`config.mk`:
```
export PLATFORM = sky130hd
export DESIGN_NAME = wkd_wake_event_detector
export DESIGN_NICKNAME = d
export VERILOG_FILES = /design/src/rtl/wkd_pkg.sv /design/src/rtl/wkd_pattern_crc.sv /design/src/rtl/wkd_remote_wake_det.sv /design/src/rtl/wkd_wake_event_detector.sv
export SDC_FILE = /design/constraint.sdc
export NUM_CORES = 2
export LEC_CHECK = 0
export BUFFER_PORTS_ARGS = -buffer_cell sky130_fd_sc_hd__buf_2
export CAP_MARGIN = 30
export CORE_ASPECT_RATIO = 2
export CORE_UTILIZATION = 57
export CTS_BUF_LIST = sky130_fd_sc_hd__clkbuf_16
export CTS_CLUSTER_DIAMETER = 30
export DETAILED_ROUTE_END_ITERATION = 10
export MAX_ROUTING_LAYER = met4
export PLACE_DENSITY = 0.79
export SYNTH_ARGS = -nofsm -noshare
export SYNTH_HDL_FRONTEND = slang
export SYNTH_SLANG_ARGS = --single-unit
```
`constraint.sdc`:
```
create_clock -name core_clk -period 8.4 [get_ports core_clk]
set_clock_uncertainty 0.2 [all_clocks]
set_input_delay 1.26 -clock core_clk [delete_from_list [all_inputs] [get_ports core_clk]]
set_output_delay 1.26 -clock core_clk [all_outputs]
set_load 0.02 [all_outputs]
```
`src/rtl/wkd_pkg.sv`:
```
// Function
// The crc seed select bit starts each pattern crc at 0000h when clear and at FFFFh when set.
// Each of the five pattern enables decides whether a match on that pattern counts at all.
// With link down detect enabled, a link going from up to down sets the link change flag.
// With link up detect enabled, a link going from down to up sets the link change flag.
// With wake frame enable set, a frame matching an enabled pattern raises pm event status.
// With remote wake enable set, a remote wake packet raises pm event status; its reset value is pm and wol both on.
// With link change wake enable set, a link change event raises pm event status.
// A frame matching an enabled pattern sets the wake frame seen flag.
// A received remote wake packet sets the remote wake packet seen flag.
// A detected link change event sets the link change seen flag.
// Each of the three flags clears on a written one or on power-up reset; a written zero does nothing.
// The three flags ignore hardware and software reset and only power-up reset clears them.
// The pattern store holds five patterns of five words: four mask words then crc16 in 31:16 and offset in 7:0.
// The data port walks an internal word pointer that advances after each access and clears on device reset.
// Each enabled pattern matches when the crc16 over masked bytes from its offset equals the stored crc16.
// A remote wake packet is six bytes of all ones then sixteen copies of the station address.
package wkd_pkg;
  ////////////////////////////////////////////////////////////////////////
  // register map
  localparam logic [7:0] WKD_ADDR_CTRL = 8'h68;
  localparam logic [7:0] WKD_ADDR_PATTERN_PORT = 8'h70;
  localparam logic [31:0] WKD_CTRL_WMASK = 32'h7E03_0700;
  localparam logic [31:0] WKD_CTRL_RESET = 32'h0000_0000;
  localparam logic [31:0] WKD_CRC_WORD_MASK = 32'hFFFF_00FF;
  ////////////////////////////////////////////////////////////////////////
  // field positions
  localparam int WKD_B_CRC_SEED = 30;
  localparam int WKD_B_PAT_ONE = 29;
  localparam int WKD_B_LINK_DOWN = 17;
  localparam int WKD_B_LINK_UP = 16;
  localparam int WKD_B_WFRAME_EN = 10;
  localparam int WKD_B_RWAKE_EN = 9;
  localparam int WKD_B_LCHG_EN = 8;
  localparam int WKD_B_WFRAME = 2;
  localparam int WKD_B_RWAKE = 1;
  localparam int WKD_B_LCHG = 0;
  ////////////////////////////////////////////////////////////////////////
  // pattern store and detectors
  localparam int WKD_PAT_NUM = 5;
  localparam int WKD_PAT_WORDS = 5;
  localparam int WKD_STORE_WORDS = 25;
  localparam int WKD_CRC_WORD = 4;
  localparam logic [15:0] WKD_CRC_SEED_ZERO = 16'h0000;
  localparam logic [15:0] WKD_CRC_SEED_ONE = 16'hFFFF;
  localparam logic [15:0] WKD_CRC_POLY = 16'h8005;
  localparam logic [7:0] WKD_SYNC_BYTE = 8'hFF;
  localparam logic [2:0] WKD_SYNC_COUNT = 3'h6;
  localparam logic [2:0] WKD_ADDR_LAST = 3'h5;
  localparam logic [3:0] WKD_REP_LAST = 4'hF;
  ////////////////////////////////////////////////////////////////////////
  // state encodings
  typedef enum logic [1:0] {
    WKD_BUS_IDLE = 2'b01,
    WKD_BUS_DONE = 2'b10
  } wkd_bus_st_t;
  typedef enum logic [1:0] {
    WKD_RW_HUNT = 2'b01,
    WKD_RW_ADDR = 2'b10
  } wkd_rw_st_t;
endpackage

```
`src/rtl/wkd_pattern_crc.sv`:
```
module wkd_pattern_crc
  import wkd_pkg::*;
(
  input wire logic core_clk,
  input wire logic srst,
  input wire logic rx_valid,
  input wire logic rx_sof,
  input wire logic rx_eof,
  input wire logic [7:0] rx_data,
  input wire logic seed_one,
  input wire logic [127:0] mask,
  input wire logic [15:0] crc_ref,
  input wire logic [7:0] offset,
  output logic match
);
  logic [15:0] crc_r, crc_nxt;
  logic [10:0] pos_r, pos_nxt;
  logic match_r, match_nxt;
  logic [10:0] cur_pos;
  logic [10:0] rel;
  logic [15:0] crc_in;

  // one byte of msb-first crc16
  function automatic logic [15:0] crc_step(input logic [15:0] c, input logic [7:0] d);
    logic [15:0] r;
    logic fb;
    r = c;
    for (int i = 7; i >= 0; i--) begin
      fb = r[15] ^ d[i];
      r = {r[14:0], 1'b0} ^ (fb ? WKD_CRC_POLY : 16'h0000);
    end
    return r;
  endfunction

  // masked crc from the pattern offset, compare at frame end
  always_comb begin
    cur_pos = rx_sof ? 11'h000 : pos_r;
    rel = cur_pos - {3'h0, offset};
    crc_in = rx_sof ? (seed_one ? WKD_CRC_SEED_ONE : WKD_CRC_SEED_ZERO) : crc_r;
    crc_nxt = crc_r;
    pos_nxt = pos_r;
    match_nxt = 1'b0;
    if (rx_valid) begin
      crc_nxt = crc_in;
      if (cur_pos >= {3'h0, offset} && rel < 11'h080 && mask[rel[6:0]]) begin
        crc_nxt = crc_step(crc_in, rx_data);
      end
      if (cur_pos != 11'h7FF) begin
        pos_nxt = cur_pos + 11'h001;
      end
      match_nxt = rx_eof && (crc_nxt == crc_ref);
    end
  end

  always_ff @(posedge core_clk) begin
    if (srst) begin
      crc_r <= WKD_CRC_SEED_ZERO;
      pos_r <= 11'h000;
      match_r <= 1'b0;
    end else begin
      crc_r <= crc_nxt;
      pos_r <= pos_nxt;
      match_r <= match_nxt;
    end
  end

  assign match = match_r;
endmodule

```
`src/rtl/wkd_remote_wake_det.sv`:
```
module wkd_remote_wake_det
  import wkd_pkg::*;
(
  input wire logic core_clk,
  input wire logic srst,
  input wire logic rx_valid,
  input wire logic rx_sof,
  input wire logic [7:0] rx_data,
  input wire logic [47:0] station_addr,
  output logic found
);
  wkd_rw_st_t st_r, st_nxt;
  logic [2:0] ff_r, ff_nxt;
  logic [2:0] bidx_r, bidx_nxt;
  logic [3:0] rep_r, rep_nxt;
  logic found_r, found_nxt;
  logic [7:0] want;
  logic [2:0] ff_in;
  wkd_rw_st_t st_in;

  // hunt for the sync run, then walk the address copies
  always_comb begin
    st_in = rx_sof ? WKD_RW_HUNT : st_r;
    ff_in = rx_sof ? 3'h0 : ff_r;
    want = station_addr[8'(6'd47 - {bidx_r, 3'h0}) -: 8];
    st_nxt = st_r;
    ff_nxt = ff_r;
    bidx_nxt = bidx_r;
    rep_nxt = rep_r;
    found_nxt = 1'b0;
    if (rx_valid) begin
      st_nxt = st_in;
      ff_nxt = ff_in;
      case (st_in)
        WKD_RW_HUNT: begin
          bidx_nxt = 3'h0;
          rep_nxt = 4'h0;
          if (rx_data == WKD_SYNC_BYTE) begin
            ff_nxt = (ff_in == WKD_SYNC_COUNT) ? ff_in : ff_in + 3'h1;
          end else begin
            ff_nxt = 3'h0;
          end
          if (ff_nxt == WKD_SYNC_COUNT) begin
            st_nxt = WKD_RW_ADDR;
          end
        end
        WKD_RW_ADDR: begin
          if (rx_data == (rx_sof ? station_addr[47:40] : want)) begin
            bidx_nxt = (bidx_r == WKD_ADDR_LAST) ? 3'h0 : bidx_r + 3'h1;
            if (bidx_r == WKD_ADDR_LAST) begin
              rep_nxt = rep_r + 4'h1;
              if (rep_r == WKD_REP_LAST) begin
                found_nxt = 1'b1;
                st_nxt = WKD_RW_HUNT;
                ff_nxt = 3'h0;
              end
            end
          end else if (rx_data == WKD_SYNC_BYTE && bidx_r == 3'h0 && rep_r == 4'h0) begin
            st_nxt = WKD_RW_ADDR; // longer sync run
          end else begin
            st_nxt = WKD_RW_HUNT;
            ff_nxt = (rx_data == WKD_SYNC_BYTE) ? 3'h1 : 3'h0;
            bidx_nxt = 3'h0;
            rep_nxt = 4'h0;
          end
        end
        default: begin
          st_nxt = WKD_RW_HUNT;
        end
      endcase
    end
  end

  always_ff @(posedge core_clk) begin
    if (srst) begin
      st_r <= WKD_RW_HUNT;
      ff_r <= 3'h0;
      bidx_r <= 3'h0;
      rep_r <= 4'h0;
      found_r <= 1'b0;
    end else begin
      st_r <= st_nxt;
      ff_r <= ff_nxt;
      bidx_r <= bidx_nxt;
      rep_r <= rep_nxt;
      found_r <= found_nxt;
    end
  end

  assign found = found_r;
endmodule

```
`src/rtl/wkd_wake_event_detector.sv`:
```
module wkd_wake_event_detector
  import wkd_pkg::*;
(
  input wire logic core_clk,
  input wire logic srst,
  input wire logic por,
  input wire logic [7:0] avs_address,
  input wire logic avs_read,
  input wire logic avs_write,
  input wire logic [31:0] avs_writedata,
  input wire logic [3:0] avs_byteenable,
  output logic [31:0] avs_readdata,
  output logic avs_waitrequest,
  input wire logic link_up,
  input wire logic rx_valid,
  input wire logic rx_sof,
  input wire logic rx_eof,
  input wire logic [7:0] rx_data,
  input wire logic [47:0] station_addr,
  input wire logic pm_enable,
  input wire logic wol_enable,
  output logic pm_event_status
);
  ////////////////////////////////////////////////////////////////////////
  // state
  wkd_bus_st_t bus_r, bus_nxt;
  logic wait_r, wait_nxt;
  logic [31:0] rdata_r, rdata_nxt;
  logic [31:0] ctrl_r, ctrl_nxt;
  logic [2:0] flags_r, flags_nxt;
  logic pm_evt_r, pm_evt_nxt;
  logic link_prev_r, link_prev_nxt;
  logic [4:0] ptr_r, ptr_nxt;
  logic [31:0] store_r [WKD_STORE_WORDS];
  logic [31:0] store_nxt [WKD_STORE_WORDS];

  logic [31:0] be_mask;
  logic hit_ctrl;
  logic hit_port;
  logic do_write;
  logic do_access;
  logic [4:0] pat_match;
  logic [4:0] pat_en;
  logic rwake_found;
  logic ev_wframe;
  logic ev_lchg;
  logic [2:0] clr;
  logic [2:0] set;
  logic [31:0] ctrl_view;

  ////////////////////////////////////////////////////////////////////////
  // address decode and byte lanes
  always_comb begin
    hit_ctrl = 1'b0;
    hit_port = 1'b0;
    if (avs_address == WKD_ADDR_CTRL) begin
      hit_ctrl = 1'b1;
    end else if (avs_address == WKD_ADDR_PATTERN_PORT) begin
      hit_port = 1'b1;
    end
    be_mask = {{8{avs_byteenable[3]}}, {8{avs_byteenable[2]}},
               {8{avs_byteenable[1]}}, {8{avs_byteenable[0]}}};
    do_access = (bus_r == WKD_BUS_DONE) && (avs_read || avs_write);
    do_write = do_access && avs_write;
  end

  // control view with the sticky flags in the low bits
  assign ctrl_view = {ctrl_r[31:3], flags_r};

  ////////////////////////////////////////////////////////////////////////
  // bus handshake: answer one cycle after the request, act on completion
  always_comb begin
    bus_nxt = bus_r;
    wait_nxt = 1'b1;
    rdata_nxt = rdata_r;
    case (bus_r)
      WKD_BUS_IDLE: begin
        if (avs_read || avs_write) begin
          bus_nxt = WKD_BUS_DONE;
          wait_nxt = 1'b0;
          if (avs_read) begin
            if (hit_ctrl) begin
              rdata_nxt = ctrl_view;
            end else if (hit_port) begin
              rdata_nxt = store_r[ptr_r];
            end else begin
              rdata_nxt = 32'h0000_0000;
            end
          end
        end
      end
      WKD_BUS_DONE: begin
        bus_nxt = WKD_BUS_IDLE;
      end
      default: begin
        bus_nxt = WKD_BUS_IDLE;
      end
    endcase
  end

  always_ff @(posedge core_clk) begin
    if (srst) begin
      bus_r <= WKD_BUS_IDLE;
      wait_r <= 1'b1;
      rdata_r <= 32'h0000_0000;
    end else begin
      bus_r <= bus_nxt;
      wait_r <= wait_nxt;
      rdata_r <= rdata_nxt;
    end
  end

  ////////////////////////////////////////////////////////////////////////
  // control register; remote wake enable resets from the pm and wol straps
  always_comb begin
    ctrl_nxt = ctrl_r;
    if (do_write && hit_ctrl) begin
      ctrl_nxt = (ctrl_r & ~(be_mask & WKD_CTRL_WMASK)) |
                 (avs_writedata & be_mask & WKD_CTRL_WMASK);
    end
  end

  always_ff @(posedge core_clk) begin
    if (srst) begin
      ctrl_r <= WKD_CTRL_RESET;
      ctrl_r[WKD_B_RWAKE_EN] <= pm_enable && wol_enable;
    end else begin
      ctrl_r <= ctrl_nxt;
    end
  end

  ////////////////////////////////////////////////////////////////////////
  // pattern store behind the data port with its walking pointer
  always_comb begin
    store_nxt = store_r;
    ptr_nxt = ptr_r;
    if (do_access && hit_port) begin
      if (avs_write) begin
        if (ptr_r == 5'(WKD_CRC_WORD) || ptr_r == 5'(WKD_CRC_WORD + WKD_PAT_WORDS) ||
            ptr_r == 5'(WKD_CRC_WORD + 2 * WKD_PAT_WORDS) ||
            ptr_r == 5'(WKD_CRC_WORD + 3 * WKD_PAT_WORDS) ||
            ptr_r == 5'(WKD_CRC_WORD + 4 * WKD_PAT_WORDS)) begin
          store_nxt[ptr_r] = ((store_r[ptr_r] & ~be_mask) |
                              (avs_writedata & be_mask)) & WKD_CRC_WORD_MASK;
        end else begin
          store_nxt[ptr_r] = (store_r[ptr_r] & ~be_mask) | (avs_writedata & be_mask);
        end
      end
      ptr_nxt = (ptr_r == 5'(WKD_STORE_WORDS - 1)) ? 5'h00 : ptr_r + 5'h01;
    end
  end

  always_ff @(posedge core_clk) begin
    if (srst) begin
      ptr_r <= 5'h00;
    end else begin
      ptr_r <= ptr_nxt;
    end
  end

  // pattern contents are data, not control: no reset
  always_ff @(posedge core_clk) begin
    store_r <= store_nxt;
  end

  ////////////////////////////////////////////////////////////////////////
  // one crc matcher per pattern
  for (genvar p = 0; p < WKD_PAT_NUM; p++) begin : g_pat
    wkd_pattern_crc u_crc (
      .core_clk(core_clk),
      .srst(srst),
      .rx_valid(rx_valid),
      .rx_sof(rx_sof),
      .rx_eof(rx_eof),
      .rx_data(rx_data),
      .seed_one(ctrl_r[WKD_B_CRC_SEED]),
      .mask({store_r[p * WKD_PAT_WORDS + 3], store_r[p * WKD_PAT_WORDS + 2],
             store_r[p * WKD_PAT_WORDS + 1], store_r[p * WKD_PAT_WORDS]}),
      .crc_ref(store_r[p * WKD_PAT_WORDS + WKD_CRC_WORD][31:16]),
      .offset(store_r[p * WKD_PAT_WORDS + WKD_CRC_WORD][7:0]),
      .match(pat_match[p])
    );
    assign pat_en[p] = ctrl_r[WKD_B_PAT_ONE - p];
  end

  // remote wake packet finder
  wkd_remote_wake_det u_rwake (
    .core_clk(core_clk),
    .srst(srst),
    .rx_valid(rx_valid),
    .rx_sof(rx_sof),
    .rx_data(rx_data),
    .station_addr(station_addr),
    .found(rwake_found)
  );

  ////////////////////////////////////////////////////////////////////////
  // wake events
  always_comb begin
    ev_wframe = |(pat_match & pat_en);
    ev_lchg = (ctrl_r[WKD_B_LINK_DOWN] && link_prev_r && !link_up) ||
              (ctrl_r[WKD_B_LINK_UP] && !link_prev_r && link_up);
    link_prev_nxt = link_up;
  end

  // link history follows the pin from device reset on, so no false edge
  always_ff @(posedge core_clk) begin
    if (srst) begin
      link_prev_r <= link_up;
    end else begin
      link_prev_r <= link_prev_nxt;
    end
  end

  ////////////////////////////////////////////////////////////////////////
  // sticky flags: write one to clear, a same-cycle event wins
  always_comb begin
    set = 3'h0;
    set[WKD_B_WFRAME] = ev_wframe;
    set[WKD_B_RWAKE] = rwake_found;
    set[WKD_B_LCHG] = ev_lchg;
    clr = 3'h0;
    if (do_write && hit_ctrl && avs_byteenable[0]) begin
      clr = avs_writedata[2:0];
    end
    flags_nxt = (flags_r & ~clr) | set;
    pm_evt_nxt = (flags_nxt[WKD_B_WFRAME] && ctrl_r[WKD_B_WFRAME_EN]) ||
                 (flags_nxt[WKD_B_RWAKE] && ctrl_r[WKD_B_RWAKE_EN]) ||
                 (flags_nxt[WKD_B_LCHG] && ctrl_r[WKD_B_LCHG_EN]);
  end

  // only power-up reset touches these; device reset does not
  always_ff @(posedge core_clk) begin
    if (por) begin
      flags_r <= 3'h0;
      pm_evt_r <= 1'b0;
    end else begin
      flags_r <= flags_nxt;
      pm_evt_r <= pm_evt_nxt;
    end
  end

  ////////////////////////////////////////////////////////////////////////
  // outputs
  assign avs_readdata = rdata_r;
  assign avs_waitrequest = wait_r;
  assign pm_event_status = pm_evt_r;
endmodule

```
-- Word level (Yosys, flattened, before mapping)
Cells that the tools add are included.
- bits of input ports: 111
- logic and storage cells: 388
- register bits: 1030
- equality and inequality tests: 29
- shifts and indexed selects: 1
- magnitude comparators: 17
- muxes and demuxes: 117
- $add $sub $neg: 15
- reductions and logical operators: 58
- bitwise logic cells: 97
- operators by type and width (operator ; number):
    bitwise mux 800 bit ; 2
    two-way mux 16 bit ; 56
    two-way mux 800 bit ; 1
    XOR 16 bit ; 40
    binary-select mux 32 bit (select 5 bit) ; 1
    demux 32 bit (select 5 bit) ; 1
    two-way mux 32 bit ; 5
    AND 32 bit ; 3
    equality test 16 bit ; 5
    adder 11 x 1 -> 11 bit, second input constant ; 5
    greater-or-equal comparator 11 x 8 -> 1 bit ; 5
    less-than comparator 11 x 8 -> 1 bit, second input constant ; 5
    two-way mux 11 bit ; 5
    != test 11 bit, second input constant ; 5
    variable part select 55 x 9 -> 8 bit ; 1
    subtractor 11 x 8 -> 11 bit ; 5
    less-than comparator 7 x 8 -> 1 bit, second input constant ; 5
    XOR 1 bit ; 40
    two-way mux 3 bit ; 13
    binary-select mux 1 bit (select 7 bit) ; 5
    inverter 31 -> 32 bit ; 1
    inverter 32 bit ; 1
    bitwise OR 32 x 31 -> 32 bit ; 1
    bitwise OR 32 bit ; 1
    44 further kinds ; 122

-- Longest topological paths before layout
- depth in word-level cells: 30
- gate-level depth with buffers: 28
- mapped depth without buffers: 17

-- Modules after synthesis
A second synthesis with hierarchy kept.
- cells, all modules: 4457
- area total of the unflattened synthesis: 55006.5 µm²
- by module, submodules not included (module ; sequential area each (µm²) ; cells an instance ; instances ; area each (µm²)):
    wkd_wake_event_detector ; 25154.1 ; 2070 ; 1 ; 34559.4
    wkd_pattern_crc at g_pat[2].u_crc ... ; 560.5 ; 429 ; 3 ; 3674.8
    wkd_pattern_crc at g_pat[0].u_crc ... ; 560.5 ; 427 ; 2 ; 3781.1
    wkd_remote_wake_det ; 260.2 ; 246 ; 1 ; 1860.5

-- Least setup slack after synthesis
No wires, ideal clock.
- kind: input port to flip-flop
- start: input rx_sof
- end: register g_pat[1].u_crc.match_r
- buffers on the path: 10
- path slack: 0.480 ns
- required time: 8.097 ns
- arrival time: 7.616 ns
- stages: 22
- cell sequence: clkbuf_1 -> buf_1 -> clkbuf_1 -> clkbuf_1 -> clkbuf_1 -> buf_1 -> clkbuf_1 -> clkbuf_1 -> clkbuf_1 -> nor2b_1 -> fa_1 -> buf_1 -> mux4_2 -> mux4_2 -> mux2_2 -> o2111ai_2 -> nand2_2 -> or3_1 -> a221o_1 -> a2111oi_2 -> nand4_1 -> a2111oi_2
- cells in the longest elaborated chain, start to end: 29
- elaborated cells between the ends (all ways): 37
- those cells by class: add/sub: 1; order compare: 2; eq/ne: 1; mux: 14; bitwise: 16; reduce/logical: 3
- ends and longest elaborated chain (item ; RTL line ; text):
    start: declaration ; wkd_wake_event_detector.sv:16 ; input wire logic rx_sof,
    two-way mux 16 bit ; wkd_pattern_crc.sv:39 ; crc_in = rx_sof ? (seed_one ? WKD_CRC_SEED_ONE : WKD_CRC_SEED_ZERO) : crc_r;
    XOR 1 bit ; wkd_pattern_crc.sv:29 ; fb = r[15] ^ d[i];
    two-way mux 16 bit ; wkd_pattern_crc.sv:30 ; r = {r[14:0], 1'b0} ^ (fb ? WKD_CRC_POLY : 16'h0000);
    XOR 16 bit ; wkd_pattern_crc.sv:30 ;
    XOR 1 bit ; wkd_pattern_crc.sv:29 ;
    two-way mux 16 bit ; wkd_pattern_crc.sv:30 ;
    XOR 16 bit ; wkd_pattern_crc.sv:30 ;
    XOR 1 bit ; wkd_pattern_crc.sv:29 ;
    (+13 left out) ; - ;
    XOR 16 bit ; wkd_pattern_crc.sv:30 ;
    XOR 1 bit ; wkd_pattern_crc.sv:29 ;
    two-way mux 16 bit ; wkd_pattern_crc.sv:30 ;
    XOR 16 bit ; wkd_pattern_crc.sv:30 ;
    two-way mux 16 bit (*) ; wkd_pattern_crc.sv:45 ; if (cur_pos >= {3'h0, offset} && rel < 11'h080 && mask[rel[6:0]]) begin
    two-way mux 16 bit (*) ; wkd_pattern_crc.sv:43 ; if (rx_valid) begin
    equality test 16 bit (*) ; wkd_pattern_crc.sv:51 ; match_nxt = rx_eof && (crc_nxt == crc_ref);
    logical AND 1 bit (*) ; wkd_pattern_crc.sv:51 ;
    end signal: assignment ; wkd_pattern_crc.sv:63 ; match_r <= match_nxt;
    end: declaration ; wkd_pattern_crc.sv:18 ; logic match_r, match_nxt;
Mark *: on every way between the ends. The rest lies on a longest branch, timed or not. The select of a mux whose other input is x is not followed.
A chain may end at the register's enable or synchronous reset.

-- Worst setup path after layout
- start: input rx_sof
- end: register g_pat[0].u_crc.crc_r[0]
- cells in the longest elaborated chain, start to end: 27
- elaborated cells between the ends (all ways): 35
- those cells by class: add/sub: 1; order compare: 2; mux: 14; bitwise: 16; reduce/logical: 2
- ends and longest elaborated chain (item ; RTL line ; text):
    two-way mux 16 bit ; wkd_pattern_crc.sv:39 ;
    XOR 1 bit ; wkd_pattern_crc.sv:29 ;
    two-way mux 16 bit ; wkd_pattern_crc.sv:30 ;
    XOR 16 bit ; wkd_pattern_crc.sv:30 ;
    XOR 1 bit ; wkd_pattern_crc.sv:29 ;
    two-way mux 16 bit ; wkd_pattern_crc.sv:30 ;
    XOR 16 bit ; wkd_pattern_crc.sv:30 ;
    XOR 1 bit ; wkd_pattern_crc.sv:29 ;
    (+11 left out) ; - ;
    XOR 1 bit ; wkd_pattern_crc.sv:29 ;
    two-way mux 16 bit ; wkd_pattern_crc.sv:30 ;
    XOR 16 bit ; wkd_pattern_crc.sv:30 ;
    XOR 1 bit ; wkd_pattern_crc.sv:29 ;
    two-way mux 16 bit ; wkd_pattern_crc.sv:30 ;
    XOR 16 bit ; wkd_pattern_crc.sv:30 ;
    two-way mux 16 bit (*) ; wkd_pattern_crc.sv:45 ;
    two-way mux 16 bit (*) ; wkd_pattern_crc.sv:43 ;
    end signal: assignment ; wkd_pattern_crc.sv:61 ; crc_r <= crc_nxt;
    end: declaration ; wkd_pattern_crc.sv:16 ; logic [15:0] crc_r, crc_nxt;
Marks and branches as above.

==> flow_summary.yaml <==
outcome:
  outcome: "finished, final reports clean"
logic_synthesis:
  synth.largest_area_cell: "edfxtp_1"
  synth_cell_types: 91
  synth_top_area_share_pct: 45.14
  postSynthCellCount: 4153
  yosysWarnings: 0
  synth_area_mm2: 0.05328
  ys_seq_elements: 1009
  synth_area_leaders: "edfxtp_1 (45%), mux4_2 (16%), dfxtp_1 (7.8%)"
  async_reset_ff_share_pct: 0
  avgSynthCellArea_um2: 12.83
  synth_edf_count: 801
  synthFlopType: "edfxtp_1"
  ys_seq_area_share_pct: 52.96
worst_setup_path:
  reg2reg_from: "g_pat[2].u_crc.pos_r[0]"
  r2r_slack_ps: 2480
  crit_fanout: 38
  cp_cell_sequence: "buf_6 -> buf_4 -> nor2b_1 -> inv_1 -> ha_2 -> inv_1 -> fa_1 -> mux4_2 -> mux2i_1 -> and3_1 -> a211oi_1 -> a311oi_1 -> a221o_1 -> nor2_2 -> buf_4 -> inv_2 -> a21oi_1 -> nor2_1 -> a211oi_1"
  slowest_stage: "fa_1"
  cp-start-kind: "input pin"
  cp-end-kind: "register"
  critPathArrivalTime_ps: 7010
  path_class: "in2reg"
  reg2reg_to: "g_pat[2].u_crc.match"
  cp_data_required_time_ps: 8860
  slowest_delay_ps: 1160
  reg2reg_depth: 19
floorplanning:
  dieArea_mm2: 0.09478
  die_x_um: 218.2
  die_height_um: 434.4
  coreArea_mm2: 0.09272
  start_util_pct: 57.47
  io_pins: 145
  rows: 158
layout:
  drive_gt1_share_pct: 22.49
  syn2layout_area_growth_pct: 12.47
  nFillCells: 6329
  fin_util_pct: 64.64
  nNetsFinal: 4455
sta:
  drv_slew: 0
  rsz0062_at_grt: "false"
  setup_violations: 0
  min_period_ps: 6545
  max_freq_mhz: 152.8
  period_share_pct: 77.92
  hold_viol: 0
  tns_ps: 0
  worst_slew_pin_slew_ps: 1091
  slew_headroom_pct: 25.69
clock_tree:
  numCtsBuffers: 117
  htree_levels: 3
  cts_resized: 0
  cts_setup_buffers: 0
  cts_root_buffer: "clkbuf_16"
  insertion_delay_ps: 770
  clockBufferDepth: 3
  cts_sinks: 1009
  cts_tree: "done"
  cts_hold_buf: 0
  clkTransAtPathRegs_ps: 60
placement:
  io_buffers: 144
  dp_hpwl_um: 131900
  gp_congestion: 1.097
detailed_routing:
  drtAntennaViolNets: 0
  detail_route.wl_per_cell_um: 34.26
  vias: 40880
  via_per_inst: 7.292
  drc_errors: 0
  drt_iter0_markers: 6097
  dr.pass1.iters: 9
  finalWirelength_um: 192100
run:
  max-cap-violations: 0
power_and_ir_drop:
  power_leakage_uw: 0.02054
  p_per_area_mw_per_mm2: 194.0
  ir_worst_vdd_mv: 0.1848
grt:
  grt_use_total_pct: 42.38
  overflow: 0
  grt_max_degree: 84
  grt_pass1_vias: 39780
  grt_pass1_wl_um: 273400
  antenna_found_initial: 15
hold_path:
  hold_path_class: "reg2reg"
  hold_depth: 2
==> report_power, final <==
| part | switching, uW | internal (uW) | leakage (uW) |
|---|---|---|---|
| registers | 32.0 | 5390 | 0.00891 |
| logic | 530 | 294 | 0.00958 |
| clock network | 2400 | 2980 | 0.00205 |
==> metrics by stage <==
stage                     total power (uW)  hold slack, ps  cells  cell area [um^2]  setup slack [ps]
after floorplan                       6030           219.8   4192             53430             480.3
after global placement                6296           250.0   5343             55540              1504
after detailed placement              6310           255.0   5350             55620              1341
after CTS                            11570           282.7   5574             59740              2068
after global routing                 11810           300.5   5602             59920              1649
final                                11620           283.3   5606             59930              1855
==> cell usage in the layout, fill, tap and decap left out, drive strengths merged, types with 22 or more instances in the layout <==
cell type	synthesis	routed
edfxtp	801	801
nor2	507	507
mux4	387	387
buf	74	253
nand2	229	229
dfxtp	208	208
a21oi	198	198
o21ai	174	174
inv	118	168
xnor2	142	142
clkbuf	209	121
mux2i	117	117
a22oi	81	81
nor3	77	77
xor2	77	77
nand3	64	64
a211oi	60	60
nor2b	57	57
ha	56	56
mux2	54	54
and3	44	44
conb	1	40
clkinv	0	39
o221ai	30	30
a31oi	27	27
o22ai	27	27
o211ai	24	24
nand4	22	22
==> critical path: cells and delay by family <==
family                   cells  cell delay (ps)
adder cells (fa/ha/maj)      2             1350
AND/OR/NAND/NOR              4              590
buffers and inverters        6             1270
multiplexers                 2              520
AO/OA/AOI/OAI                5             1960
==> area by class of cell <==
| type | instances | area [um^2] | share of cell area, % |
|---|---|---|---|
| multi-input cells | 2782 | 23920 | 39.91 |
| clock inverters | 105 | 1144 | 1.908 |
| clock buffers | 119 | 2978 | 4.969 |
| well taps | 1200 | 1501 | 2.505 |
| diodes | 18 | 45.04 | 0.07516 |
| inverters | 118 | 442.9 | 0.7391 |
| repair buffers | 255 | 1673 | 2.791 |
| flip-flops and latches | 1009 | 28230 | 47.10 |
==> logic make-up (layout without fill, tap and decap cells) <==
group | count (synthesis) | count (layout) | share of synthesized area, %
compound gates | 792 | 792 | 9.759
xor+xnor | 220 | 220 | 3.726
fa+ha+maj | 61 | 61 | 1.503
buf+inv | 401 | 597 | 2.947
flops | 1009 | 1009 | 52.96
mux | 558 | 558 | 19.70
other cells | 1 | 58 | 0.007038
simple gates | 1111 | 1111 | 9.407
==> routing by layer <==
metal  vias up  GRT usage [%]  wire length [um]
li1      16360              -                 -
met1     19730          42.28             54330
met2      3713          66.12             92160
met3      1079          11.94             23410
met4         0          40.32             22150
met5         -              -                 0
==> worst max-delay path by stage <==
stage / start / endpoint
final: rx_sof / g_pat[0].u_crc.crc_r[0]
after global routing: rx_sof / g_pat[2].u_crc.match
after CTS: rx_sof / g_pat[0].u_crc.crc_r[8]
after detailed placement: rx_sof / g_pat[0].u_crc.crc_r[8]
after global placement: rx_sof / g_pat[0].u_crc.crc_r[8]
after floorplan: rx_sof / g_pat[1].u_crc.match
==> synth_stat cells (all sizes together), types with 8 or more instances <==
cell type / count
a31oi: 27
nor4: 13
inv: 118
and2: 16
a222oi: 20
clkbuf: 209
o21a: 13
nand2b: 13
a21oi: 198
buf: 74
a211o: 8
and3: 44
or3: 14
dfxtp: 208
nor2: 507
ha: 56
o22ai: 27
nor2b: 57
or2: 13
o31ai: 20
nor3: 77
a2111oi: 14
mux2i: 117
o21ai: 174
edfxtp: 801
xnor2: 142
nand2: 229
mux2: 54
xor2: 77
o21bai: 10
a22oi: 81
nand3: 64
mux4: 387
nand4: 22
o221ai: 30
a21o: 19
nor3b: 9
nand3b: 15
a211oi: 60
o211ai: 24
Note: power is estimated with default switching activity, not from simulation.
